**config.mk**
```make
export PLATFORM = sky130hd
export DESIGN_NAME = ctc_timer
export DESIGN_NICKNAME = d
export VERILOG_FILES = /design/src/design/ctc_pkg.sv /design/src/design/ctc_oc_unit.sv /design/src/design/ctc_timer.sv
export SDC_FILE = /design/constraint.sdc
export NUM_CORES = 1
export LEC_CHECK = 0
export BUFFER_PORTS_ARGS = -buffer_cell sky130_fd_sc_hd__buf_2
export CAP_MARGIN = 20
export CORE_ASPECT_RATIO = 0.9
export CORE_MARGIN = 2
export CORE_UTILIZATION = 55
export CTS_BUF_LIST = sky130_fd_sc_hd__clkbuf_2 sky130_fd_sc_hd__clkbuf_4 sky130_fd_sc_hd__clkbuf_8
export CTS_CLUSTER_DIAMETER = 40
export DETAILED_ROUTE_END_ITERATION = 16
export PLACE_DENSITY = 0.81
export SLEW_MARGIN = 20
export SYNTH_ARGS = -nofsm -noshare
export SYNTH_HDL_FRONTEND = slang
export SYNTH_SLANG_ARGS = --single-unit
```
**constraint.sdc**
```tcl
create_clock -name clk_i -period 3.2 [get_ports clk_i]
set_input_delay 0.96 -clock clk_i [delete_from_list [all_inputs] [get_ports clk_i]]
set_output_delay 0.96 -clock clk_i [all_outputs]
set_load 0.02 [all_outputs]
```
**src/design/ctc_pkg.sv**
```systemverilog
/*
  Shared constants for the compare output / Normal / clear-on-match timer:
  register byte offsets, field positions, reset values and mode codes.
  Assumes a 32-bit Avalon-MM register bus with byte addressing.
*/
package ctc_pkg;

  // Register byte offsets, one aligned word each
  localparam logic [5:0] OFS_CONTROL_A = 6'h00;
  localparam logic [5:0] OFS_CONTROL_C = 6'h04;
  localparam logic [5:0] OFS_COUNTER = 6'h08;
  localparam logic [5:0] OFS_COMPARE_A = 6'h0c;
  localparam logic [5:0] OFS_COMPARE_B = 6'h10;
  localparam logic [5:0] OFS_CAPTURE = 6'h14;
  localparam logic [5:0] OFS_FLAGS = 6'h18;
  localparam logic [5:0] OFS_OUT_STATE = 6'h1c;

  // Field positions in timer_control_a
  localparam int COM_A_LSB = 0;
  localparam int COM_B_LSB = 2;
  localparam int WGM_LSB = 4;

  // Field positions in timer_control_c (write-only strobes)
  localparam int FORCE_A_BIT = 0;
  localparam int FORCE_B_BIT = 1;

  // Field positions in timer_flags
  localparam int FLAG_OVF_BIT = 0;
  localparam int FLAG_CMP_A_BIT = 1;
  localparam int FLAG_CMP_B_BIT = 2;
  localparam int FLAG_CAP_BIT = 3;

  // Values after reset
  localparam logic [7:0] CONTROL_A_RST = 8'h00;
  localparam logic [15:0] WORD16_RST = 16'h0000;
  localparam logic [3:0] FLAGS_RST = 4'h0;
  localparam logic OUT_STATE_RST = 1'b0;

  // Counter limits
  localparam logic [15:0] COUNT_MAX = 16'hffff;
  localparam logic [15:0] COUNT_BOTTOM = 16'h0000;

  // Waveform mode select codes handled here
  localparam logic [3:0] WGM_NORMAL = 4'h0;
  localparam logic [3:0] WGM_CTC_A = 4'h4;
  localparam logic [3:0] WGM_CTC_CAP = 4'hc;

  // Compare output mode codes, non-PWM meaning
  localparam logic [1:0] COM_NONE = 2'h0;
  localparam logic [1:0] COM_TOGGLE = 2'h1;
  localparam logic [1:0] COM_CLEAR = 2'h2;
  localparam logic [1:0] COM_SET = 2'h3;

  typedef enum logic {BUS_IDLE, BUS_ACK} ctc_bus_e;

endpackage : ctc_pkg

```
**src/design/ctc_oc_unit.sv**
```systemverilog
/*
  One compare output unit: the internal compare output register and the
  port pin override. Assumes match and force are one-cycle pulses on clk_i
  and that port latch and direction bits come from port logic on clk_i.
*/
`timescale 1ns/1ps
module ctc_oc_unit
  import ctc_pkg::*;
(
  // Clock, reset, enable
  input wire logic clk_i,
  input wire logic sys_rst_i,
  input wire logic ce_i,
  // Control
  input wire logic [1:0] mode_i,
  input wire logic non_pwm_i,
  input wire logic match_i,
  input wire logic force_i,
  // Port side
  input wire logic port_latch_i,
  input wire logic pin_dir_i,
  // Outputs
  output logic oc_o,
  output logic pin_o,
  output logic pin_oe_n_o
);

  logic oc_q;
  logic oc_d;
  logic act;

  function automatic logic apply_mode(input logic [1:0] m, input logic cur);
    case (m)
      COM_TOGGLE: apply_mode = ~cur;
      COM_CLEAR: apply_mode = 1'b0;
      COM_SET: apply_mode = 1'b1;
      default: apply_mode = cur;
    endcase
  endfunction : apply_mode

  // PWM shaping is outside this block, so only non-PWM actions apply
  assign act = non_pwm_i && (match_i || force_i);

  // Mode read live at the match, so a fresh write governs the next match
  assign oc_d = act ? apply_mode(mode_i, oc_q) : oc_q;

  always_ff @(posedge clk_i) begin
    if (sys_rst_i) begin
      oc_q <= OUT_STATE_RST;
    end else if (ce_i) begin
      oc_q <= oc_d;
    end
  end

  always_ff @(posedge clk_i) begin
    if (sys_rst_i) begin
      pin_o <= 1'b0;
      pin_oe_n_o <= 1'b1;
    end else if (ce_i) begin
      // Override looks at the mode field only, never the waveform mode
      pin_o <= (|mode_i) ? oc_d : port_latch_i;
      pin_oe_n_o <= ~pin_dir_i;
    end
  end

  assign oc_o = oc_q;

endmodule : ctc_oc_unit

```
**src/design/ctc_timer.sv**
```systemverilog
/*
  16-bit timer core: Normal and clear-on-match counting, two compare
  units with pin override, overflow/compare/capture flags, input capture
  and an Avalon-MM slave with waitrequest. Assumes a prescaled tick on
  clk_i, port latch and direction bits from port logic on clk_i, and an
  asynchronous capture pin.
*/
// What this block does
// - Mode zero leaves output register untouched
// - Reset clears both compare output registers
// - Nonzero mode drives pin from compare output
// - Pin direction still follows port direction bit
// - Override ignores waveform mode select
// - Output register settable before pin enabled
// - Output mode never touches input capture
// - New mode acts from next match
// - Force strobe acts at once, non-PWM
// - Only waveform mode shapes counting
// - Mode picks set, clear or toggle
// - Normal mode counts up and wraps
// - Overflow flag set as counter wraps from max to zero
// - Counter writable any time in Normal
// - Clear-on-match clears after top match
// - Top match sets compare A or capture flag
// - Top unbuffered; missed top wraps via max
// - Toggle inverts output A each match
// - Toggle period follows prescaler and compare A
// - Overflow flag set on max to zero
// - Match sets compare flag
// - Force updates output, not flag or counter
// - Counter write blocks next tick's matches
`timescale 1ns/1ps
module ctc_timer
  import ctc_pkg::*;
(
  // Clock, reset, enable
  input wire logic clk_i,
  input wire logic sys_rst_i,
  input wire logic ce_i,
  input wire logic timer_tick_i,
  // Avalon-MM slave
  input wire logic [5:0] avs_address_i,
  input wire logic avs_read_i,
  input wire logic avs_write_i,
  input wire logic [31:0] avs_writedata_i,
  input wire logic [3:0] avs_byteenable_i,
  output logic [31:0] avs_readdata_o,
  output logic avs_waitrequest_o,
  // Capture input pin
  input wire logic capture_pin_i,
  // Port side, bit 0 unit A, bit 1 unit B
  input wire logic [1:0] port_latch_i,
  input wire logic [1:0] pin_dir_i,
  output logic [1:0] pin_o,
  output logic [1:0] pin_oe_n_o,
  output logic [1:0] compare_output_o
);

  ctc_bus_e bus_q;
  logic waitrequest_q;
  logic [31:0] readdata_q;
  logic [31:0] rd_word;
  logic wr_en;

  logic [7:0] timer_control_a_q;
  logic [15:0] counter_value_q;
  logic [15:0] compare_value_a_q;
  logic [15:0] compare_value_b_q;
  logic [15:0] capture_value_q;
  logic [3:0] timer_flags_q;
  logic [3:0] flags_set;
  logic [3:0] flags_clr;
  logic block_q;

  logic [1:0] com_a;
  logic [1:0] com_b;
  logic [3:0] wgm;
  logic non_pwm;
  logic tick;
  logic wr_counter;
  logic match_a;
  logic match_b;
  logic match_cap;
  logic top_hit;
  logic wrap;
  logic force_a;
  logic force_b;

  logic cap_s1_q;
  logic cap_s2_q;
  logic cap_s3_q;
  logic cap_level_q;
  logic cap_rise;
  logic cap_enable;
  logic [1:0] oc;
  logic [1:0] pin;
  logic [1:0] pin_oe_n;

  // Byte-lane merge for the 16-bit registers
  function automatic logic [15:0] merge16(input logic [15:0] old,
                                          input logic [31:0] wd,
                                          input logic [3:0] be);
    merge16 = old;
    if (be[0]) begin
      merge16[7:0] = wd[7:0];
    end
    if (be[1]) begin
      merge16[15:8] = wd[15:8];
    end
  endfunction : merge16

  function automatic logic wr_hit(input logic en, input logic [5:0] a,
                                  input logic [5:0] ofs);
    wr_hit = en && (a == ofs);
  endfunction : wr_hit

  assign com_a = timer_control_a_q[COM_A_LSB +: 2];
  assign com_b = timer_control_a_q[COM_B_LSB +: 2];
  assign wgm = timer_control_a_q[WGM_LSB +: 4];
  assign non_pwm = (wgm == WGM_NORMAL) || (wgm == WGM_CTC_A) ||
                   (wgm == WGM_CTC_CAP);

  // Bus slave: one wait cycle, access completes in the ACK cycle
  always_ff @(posedge clk_i) begin
    if (sys_rst_i) begin
      bus_q <= BUS_IDLE;
    end else if (ce_i) begin
      case (bus_q)
        BUS_IDLE: begin
          if (avs_read_i || avs_write_i) begin
            bus_q <= BUS_ACK;
          end
        end
        BUS_ACK: bus_q <= BUS_IDLE;
        default: bus_q <= BUS_IDLE;
      endcase
    end
  end

  always_ff @(posedge clk_i) begin
    if (sys_rst_i) begin
      waitrequest_q <= 1'b1;
    end else if (ce_i) begin
      waitrequest_q <= !((bus_q == BUS_IDLE) &&
                         (avs_read_i || avs_write_i));
    end
  end

  always_comb begin
    rd_word = 32'h0000_0000;
    case (avs_address_i)
      OFS_CONTROL_A: rd_word[7:0] = timer_control_a_q;
      OFS_COUNTER: rd_word[15:0] = counter_value_q;
      OFS_COMPARE_A: rd_word[15:0] = compare_value_a_q;
      OFS_COMPARE_B: rd_word[15:0] = compare_value_b_q;
      OFS_CAPTURE: rd_word[15:0] = capture_value_q;
      OFS_FLAGS: rd_word[3:0] = timer_flags_q;
      OFS_OUT_STATE: rd_word[1:0] = oc;
      default: rd_word = 32'h0000_0000;
    endcase
  end

  always_ff @(posedge clk_i) begin
    if (sys_rst_i) begin
      readdata_q <= 32'h0000_0000;
    end else if (ce_i && (bus_q == BUS_IDLE) && avs_read_i) begin
      readdata_q <= rd_word;
    end
  end

  assign wr_en = ce_i && (bus_q == BUS_ACK) && avs_write_i;

  always_ff @(posedge clk_i) begin
    if (sys_rst_i) begin
      timer_control_a_q <= CONTROL_A_RST;
    end else if (wr_hit(wr_en, avs_address_i, OFS_CONTROL_A) &&
                 avs_byteenable_i[0]) begin
      // Takes effect at once; nothing here is double buffered
      timer_control_a_q <= avs_writedata_i[7:0];
    end
  end

  // Force strobes are pulses; control_c reads back as zero
  assign force_a = wr_hit(wr_en, avs_address_i, OFS_CONTROL_C) &&
                   avs_byteenable_i[0] &&
                   avs_writedata_i[FORCE_A_BIT];
  assign force_b = wr_hit(wr_en, avs_address_i, OFS_CONTROL_C) &&
                   avs_byteenable_i[0] &&
                   avs_writedata_i[FORCE_B_BIT];

  always_ff @(posedge clk_i) begin
    if (sys_rst_i) begin
      compare_value_a_q <= WORD16_RST;
      compare_value_b_q <= WORD16_RST;
    end else if (wr_en) begin
      // Written straight into the compare registers: top is unbuffered
      if (avs_address_i == OFS_COMPARE_A) begin
        compare_value_a_q <= merge16(compare_value_a_q, avs_writedata_i,
                                     avs_byteenable_i);
      end
      if (avs_address_i == OFS_COMPARE_B) begin
        compare_value_b_q <= merge16(compare_value_b_q, avs_writedata_i,
                                     avs_byteenable_i);
      end
    end
  end

  // Counting
  assign tick = ce_i && timer_tick_i;
  assign wr_counter = wr_hit(wr_en, avs_address_i, OFS_COUNTER) &&
                      (|avs_byteenable_i[1:0]);

  always_ff @(posedge clk_i) begin
    if (sys_rst_i) begin
      block_q <= 1'b0;
    end else if (wr_counter) begin
      // Held even with the timer stopped, until the next tick passes
      block_q <= 1'b1;
    end else if (tick) begin
      block_q <= 1'b0;
    end
  end

  // Matches need equality; a top below the count is missed until wrap
  assign match_a = tick && !block_q &&
                   (counter_value_q == compare_value_a_q);
  assign match_b = tick && !block_q &&
                   (counter_value_q == compare_value_b_q);
  assign match_cap = tick && !block_q &&
                     (counter_value_q == capture_value_q);

  // Top source is chosen by the waveform mode field only
  assign top_hit = ((wgm == WGM_CTC_A) && match_a) ||
                   ((wgm == WGM_CTC_CAP) && match_cap);
  assign wrap = tick && !wr_counter &&
                (counter_value_q == COUNT_MAX);

  always_ff @(posedge clk_i) begin
    if (sys_rst_i) begin
      counter_value_q <= WORD16_RST;
    end else if (wr_counter) begin
      // Software write wins over a same-cycle tick
      counter_value_q <= merge16(counter_value_q, avs_writedata_i,
                                 avs_byteenable_i);
    end else if (tick) begin
      if (top_hit) begin
        counter_value_q <= COUNT_BOTTOM;
      end else begin
        counter_value_q <= counter_value_q + 16'h0001;
      end
    end
  end

  // Capture input: three-stage sync, level moves when stages 2 and 3 agree
  always_ff @(posedge clk_i) begin
    if (sys_rst_i) begin
      cap_s1_q <= 1'b0;
      cap_s2_q <= 1'b0;
      cap_s3_q <= 1'b0;
    end else if (ce_i) begin
      cap_s1_q <= capture_pin_i;
      cap_s2_q <= cap_s1_q;
      cap_s3_q <= cap_s2_q;
    end
  end

  always_ff @(posedge clk_i) begin
    if (sys_rst_i) begin
      cap_level_q <= 1'b0;
    end else if (ce_i && (cap_s2_q == cap_s3_q)) begin
      cap_level_q <= cap_s3_q;
    end
  end

  // Capture path sees neither compare output mode field
  assign cap_enable = (wgm != WGM_CTC_CAP);
  assign cap_rise = ce_i && cap_enable && (cap_s2_q == cap_s3_q) &&
                    cap_s3_q && !cap_level_q;

  always_ff @(posedge clk_i) begin
    if (sys_rst_i) begin
      capture_value_q <= WORD16_RST;
    end else if (wr_hit(wr_en, avs_address_i, OFS_CAPTURE)) begin
      capture_value_q <= merge16(capture_value_q, avs_writedata_i,
                                 avs_byteenable_i);
    end else if (cap_rise) begin
      capture_value_q <= counter_value_q;
    end
  end

  // Flags: hardware set beats a same-cycle write-one clear
  always_comb begin
    flags_set = 4'h0;
    flags_set[FLAG_OVF_BIT] = wrap;
    flags_set[FLAG_CMP_A_BIT] = match_a;
    flags_set[FLAG_CMP_B_BIT] = match_b;
    flags_set[FLAG_CAP_BIT] = cap_rise ||
                              ((wgm == WGM_CTC_CAP) && match_cap);
  end

  assign flags_clr = (wr_hit(wr_en, avs_address_i, OFS_FLAGS) &&
                      avs_byteenable_i[0]) ? avs_writedata_i[3:0] : 4'h0;

  always_ff @(posedge clk_i) begin
    if (sys_rst_i) begin
      timer_flags_q <= FLAGS_RST;
    end else if (ce_i) begin
      // Force strobes never reach the flag path
      timer_flags_q <= (timer_flags_q & ~flags_clr) | flags_set;
    end
  end

  // Compare output units; toggle at top 0 gives half the I/O clock
  ctc_oc_unit u_oc_a (
    .clk_i(clk_i),
    .sys_rst_i(sys_rst_i),
    .ce_i(ce_i),
    .mode_i(com_a),
    .non_pwm_i(non_pwm),
    .match_i(match_a),
    .force_i(force_a),
    .port_latch_i(port_latch_i[0]),
    .pin_dir_i(pin_dir_i[0]),
    .oc_o(oc[0]),
    .pin_o(pin[0]),
    .pin_oe_n_o(pin_oe_n[0])
  );

  ctc_oc_unit u_oc_b (
    .clk_i(clk_i),
    .sys_rst_i(sys_rst_i),
    .ce_i(ce_i),
    .mode_i(com_b),
    .non_pwm_i(non_pwm),
    .match_i(match_b),
    .force_i(force_b),
    .port_latch_i(port_latch_i[1]),
    .pin_dir_i(pin_dir_i[1]),
    .oc_o(oc[1]),
    .pin_o(pin[1]),
    .pin_oe_n_o(pin_oe_n[1])
  );

  assign avs_readdata_o = readdata_q;
  assign avs_waitrequest_o = waitrequest_q;
  assign pin_o = pin;
  assign pin_oe_n_o = pin_oe_n;
  assign compare_output_o = oc;

endmodule : ctc_timer

```
---- Word level (Yosys, flattened, before mapping) ----
Index checks and enable logic that the tools add are counted.
operators by class
  $add $sub $neg .......................... 1
  equal/unequal tests ..................... 25
  muxes and demuxes ....................... 22
  bitwise operators ....................... 8
  reduce and logical (&&, ||, !) cells .... 58
operator list
  operator                                              number
  two-way mux 16 bit                                    5
  equality test 16 bit                                  3
  logical AND 1 bit                                     32
  one-hot mux 8 bit (4 select lines)                    1
  equality test 6 x 5 -> 1 bit (second input constant)  4
  one-hot mux 4 bit (5 select lines)                    1
  adder 16 x 1 -> 16 bit (second input constant)        1
  equality test 16 bit (second input constant)          1
  two-way mux 8 bit                                     2
  one-hot mux 2 bit (7 select lines)                    1
  equality test 6 x 4 -> 1 bit (second input constant)  2
  one-hot mux 2 bit (6 select lines)                    1
  AND reduction 3 bit                                   4
  equality test 2 bit (second input constant)           4
  inequality test 2 bit (second input constant)         4
  AND reduction 2 bit                                   4
  logical OR 1 bit                                      7
  two-way mux 1 bit                                     7
  equality test 6 x 3 -> 1 bit (second input constant)  1
  zero test 6 bit                                       1
  one-hot mux 1 bit (3 select lines)                    2
  OR reduction 2 bit                                    3
  inverter 1 bit                                        5
  AND 4 bit                                             1
  12 further kinds                                      17
storage, ports and cells
  flip-flop bits (word level) ............. 105
  input bits .............................. 53
  output and inout port bits .............. 39
  logic and storage cells ................. 138

---- Depth between registers and ports, before layout ----
  depth in word-level cells ............... 9
  gate-level depth with buffers ........... 10
  gate-level depth less buffers ........... 8

---- Modules after synthesis ----
A second synthesis with hierarchy kept.
unflattened totals
  cells, all modules ...................... 750
  area, all modules ....................... 6030.8 um2
by module, submodules not included
  module       times used  cells each  area each (um2)  seq. area each (um2)
  ctc_timer    1           714         5725.5           1981.9
  ctc_oc_unit  2           18          152.6            60.1

---- Worst setup path before layout ----
OpenSTA, ideal clock, no wires.
  path type ............................... input -> register
  start point ............................. input avs_address_i[5]
  end point ............................... register capture_value_q[14]
  setup time .............................. 0.128 ns
  arrival time ............................ 2.552 ns
  data required time ...................... 3.072 ns
  path slack .............................. 0.520 ns
  cell stages on the path ................. 10
  path buffers ............................ 3
  cell sequence ........................... or4b_1 -> buf_2 -> nor3_2 -> buf_6 -> nor2_4 -> a21oi_4 -> buf_6 -> nor2_1 -> a21oi_1 -> nor2_1
between the ends
  word-level cells in the longest chain between the ends .. 4
  elaborated cells on any way between the ends .. 6
  those cells by class .................... eq/ne (2); mux (1); reduce/logical (3)
ends and longest elaborated chain
  item                                                                   line              source
  start, declared                                                        ctc_timer.sv:42   input wire logic [5:0] avs_address_i,
  equality test 6 x 5 -> 1 bit *                                         ctc_timer.sv:114  wr_hit = en && (a == ofs);
  logical AND 1 bit *                                                    ctc_timer.sv:114
  inequality test 2 bit (no line) or nonzero test 2 bit (tied branches)  --
  AND reduction 2 bit (no line)                                          --
  end signal, assigned                                                   ctc_timer.sv:284  capture_value_q <= merge16(capture_value_q, avs_writedata_i,
  end signal, assigned                                                   ctc_timer.sv:287  capture_value_q <= counter_value_q;
  end, declared                                                          ctc_timer.sv:69   logic [15:0] capture_value_q;
Every way passes the cells marked *; elsewhere a longest branch is shown, timed or not.
A chain may end at the register's enable or synchronous reset.

---- Final worst setup path ----
  start point ............................. input avs_address_i[5]
  end point ............................... register readdata_q[0], in the netlist avs_readdata_o[0]
between the ends
  word-level cells in the longest chain between the ends .. 2
  elaborated cells on any way between the ends .. 8
  those cells by class .................... eq/ne (6); mux (1); reduce/logical (1)
ends and longest elaborated chain
  item                                                  line              source
  equality test 6 x 5 -> 1 bit (tied with other cells)  ctc_timer.sv:151  case (avs_address_i)
  one-hot mux 2 bit (7 select lines) *                  ctc_timer.sv:151
  end signal, assigned                                  ctc_timer.sv:167  readdata_q <= rd_word;
  end, declared                                         ctc_timer.sv:61   logic [31:0] readdata_q;
Marked as above.

==> results_dict.tcl <==
set metrics [dict create \
    outcome "finished clean" \
    finalSetupViolCount 0 \
    crit_path_frequent_cell "o21ai_0" \
    fin_ws_ns 0.532 \
    vias 5643 \
    grt_overflow 0 \
    io_pins 92 \
    worst_slew_pin_slew_ns 0.700 \
    dpl_worst_slack_ns 0.198 \
    portBuffers 57 \
    crit_chain "buf_2 > or4b_1 > nor2_1 > a22oi_1 > o21ai_0 > a221oi_1 > o21ai_0 > nor2b_1" \
    dpl.hpwl_um 12600 \
    ys_seq_area_share_pct 34.9 \
    layout-drive-gt1-share_pct 15.7 \
    root_buffer "clkbuf_8" \
    synth_edf_count 0 \
    critPathSlowestCell "or4b_1" \
    syn_avg_cell_area_um2 8.19 \
    die_y_um 103 \
    ir_drop_mv 0.393 \
    synth_top_cell_area_share_pct 34.9 \
    grt_pass1_wl_um 27100 \
    switching_power_uw 639 \
    critPathCaptureType "flip-flop" \
    grt_pass1_vias 5129 \
    crit_type "input pin to flip-flop" \
    pwr-share-seq_pct 54.7 \
    seqCellArea_um2 2100 \
    rsz0062_at_grt "false" \
    hold_path_class "flip-flop to flip-flop" \
    finalSetupTns_ns 0 \
    worstPathRequired_ns 3.54 \
    relSlewSlack_pct 53.2 \
    maxCapViolations 0 \
    p_int_uw 1800 \
    synth_seq_cells 105 \
    synth_commonest_cells "112 x nor2_1, 105 x dfxtp_1, 68 x a21oi_1" \
    grt_start_max_net_pins 55 \
    drc_errors 0 \
    start_util_pct 56.1 \
    core_um2 10700 \
    viasPerCell 6.30 \
    synth_most_common_cell "nor2_1" \
    cts_hold_buf 0 \
    clk_latency_ns 0.40 \
    synth_area_leaders "dfxtp_1 35%, mux2i_1 7.8%, nor2_1 7.0%" \
    cts_max_path_buffers 2 \
    drtIter0Drc 587 \
    synth_cell_types 56 \
    routedWlPerCell_um 19.2 \
    fmax_mhz 375 \
    yosys_warnings 0 \
    power_uw 2440 \
    critical_path.startpoint_type "input pin" \
    globalRouteTotalUtil_pct 29.7 \
    n_antenna_cell 0 \
    drt.antenna.violating_nets 0 \
    cts_resized 0 \
    pwr-share-clk_pct 36.3 \
    switching_share_pct 26.2 \
    cts_buffers 9 \
    synth.cell_area_um2 6010 \
    design.die.area_um2 11800 \
    final.fill_count 963 \
    rows 36 \
    fin_skew_ns 0.0143 \
    slowest_delay_ns 0.68 \
    place_congestion 1.02 \
    power_density_nw_per_um2 379 \
    synthArstFlopShare_pct 0 \
    cts_tree "built" \
    htree_levels 3 \
    hold_violations 0 \
    synthCells 734 \
    synth_flop_cell "dfxtp_1" \
    comb_power_share_pct 8.9 \
    period_minus_slack_ns 2.67 \
    multi_input_area_um2 3460 \
    synth_area_leader_cell "dfxtp_1" \
    worstPathArrival_ns 3.01 \
    antenna_found_initial 0 \
    clkTransAtPathRegs_ns 0.10 \
    slew_viol_final 0 \
    p_leak_uw 0.00249 \
    totalWireLength_um 17200 \
    final_nets 812 \
    fin_crit_sh_pct 83.4 \
    cts_sinks 105 \
    cts_setup_buffers 0 \
    crit_fanout 6 \
    firstDrtPassIters 7 \
    synthToLayoutAreaGrowth_pct 7.01 \
    die_w_um 114 \
]
-- power groups by stage --
stage / clock network (µW) / logic (µW) / registers (µW)
finish: 886 / 218 / 1330
global route: 945 / 232 / 1340
CTS: 891 / 212 / 1330
detailed placement: 0 / 211 / 1360
global placement: 0 / 206 / 1360
floorplan: 0 / 145 / 1370
-- cell type report --
cell class | instances | area share [%]
clock buffers | 12 | 2.47
clock inverters | 4 | 0.797
inverters | 15 | 0.875
multi-input cells | 552 | 53.8
flip-flops and latches | 105 | 32.7
well taps | 133 | 2.59
repair buffers | 75 | 6.82
-- cells in the final DEF (no fill, tap or decap), drive strengths merged, types with 11 or more instances in the layout --
| cell type | Yosys | layout |
|---|---|---|
| nand2b | 11 | 11 |
| clkbuf | 20 | 12 |
| nand4 | 12 | 12 |
| o21ai | 18 | 18 |
| a22oi | 17 | 17 |
| nor4 | 14 | 14 |
| a21oi | 72 | 72 |
| conb | 1 | 16 |
| buf | 57 | 75 |
| nor2 | 118 | 118 |
| a221oi | 15 | 15 |
| nand3 | 26 | 26 |
| inv | 15 | 15 |
| nor3 | 17 | 17 |
| nand2 | 47 | 47 |
| xor2 | 40 | 40 |
| dfxtp | 105 | 105 |
| mux2i | 47 | 47 |
-- registers in the layout, summed over array words and instances, names as in the netlist, 4 cells and up --
| name | count |
|---|---|
| avs_readdata_o | 16 |
| timer_control_a_q | 8 |
| compare_value_b_q | 16 |
| counter_value_q | 16 |
| compare_value_a_q | 16 |
| capture_value_q | 16 |
| timer_flags_q | 4 |
-- worst paths after layout --
path / to / from / slack (ns) / cells past startpoint
max: avs_readdata_o[0] / avs_address_i[5] / 0.53 / 8
min: cap_level_q / cap_s3_q / 0.48 / 2
max reg2reg: timer_flags_q[0] / counter_value_q[0] / 0.59 / 7
min reg2reg: cap_level_q / cap_s3_q / 0.48 / 2
-- kinds of logic (layout without fill, tap and decap cells) --
logic type	Yosys count	in the layout	share of synthesized area (%)
fa+ha+maj	1	1	0.208
simple gates	265	265	21.0
buf+inv	92	106	8.53
xor+xnor	50	50	7.28
other cells	1	16	0.0623
mux	56	56	9.51
compound gates	164	164	18.4
flops	105	105	34.9
-- layer usage --
metal / vias up / track usage [%] / share of wire (%)
met2: 334 / 45.9 / 44
li1: 2613 / - / -
met5: - / 0 / 0
met3: 45 / 7.05 / 10
met4: 0 / 10.2 / 2.6
met1: 2651 / 41.0 / 42
-- critical path, delay by kind of cell --
family / cells / cell delay [ns]
compound gates: 4 / 0.58
simple gates: 3 / 1.34
buf+inv: 1 / 0.12
-- per-stage QoR --
stage / instance area (µm²) / std cells / util, % / hold WS (ns)
2_1_floorplan: 6070 / 749 / - / 0.444
3_3_place_gp: 6210 / 879 / 58.0 / 0.452
3_5_place_dp: 6230 / 880 / 58.1 / 0.465
4_1_cts: 6440 / 896 / 60.0 / 0.479
5_1_grt: 6440 / 896 / 60.0 / 0.517
6_report: 6440 / 896 / 60.0 / 0.481
(Power assumes the default switching activity.)
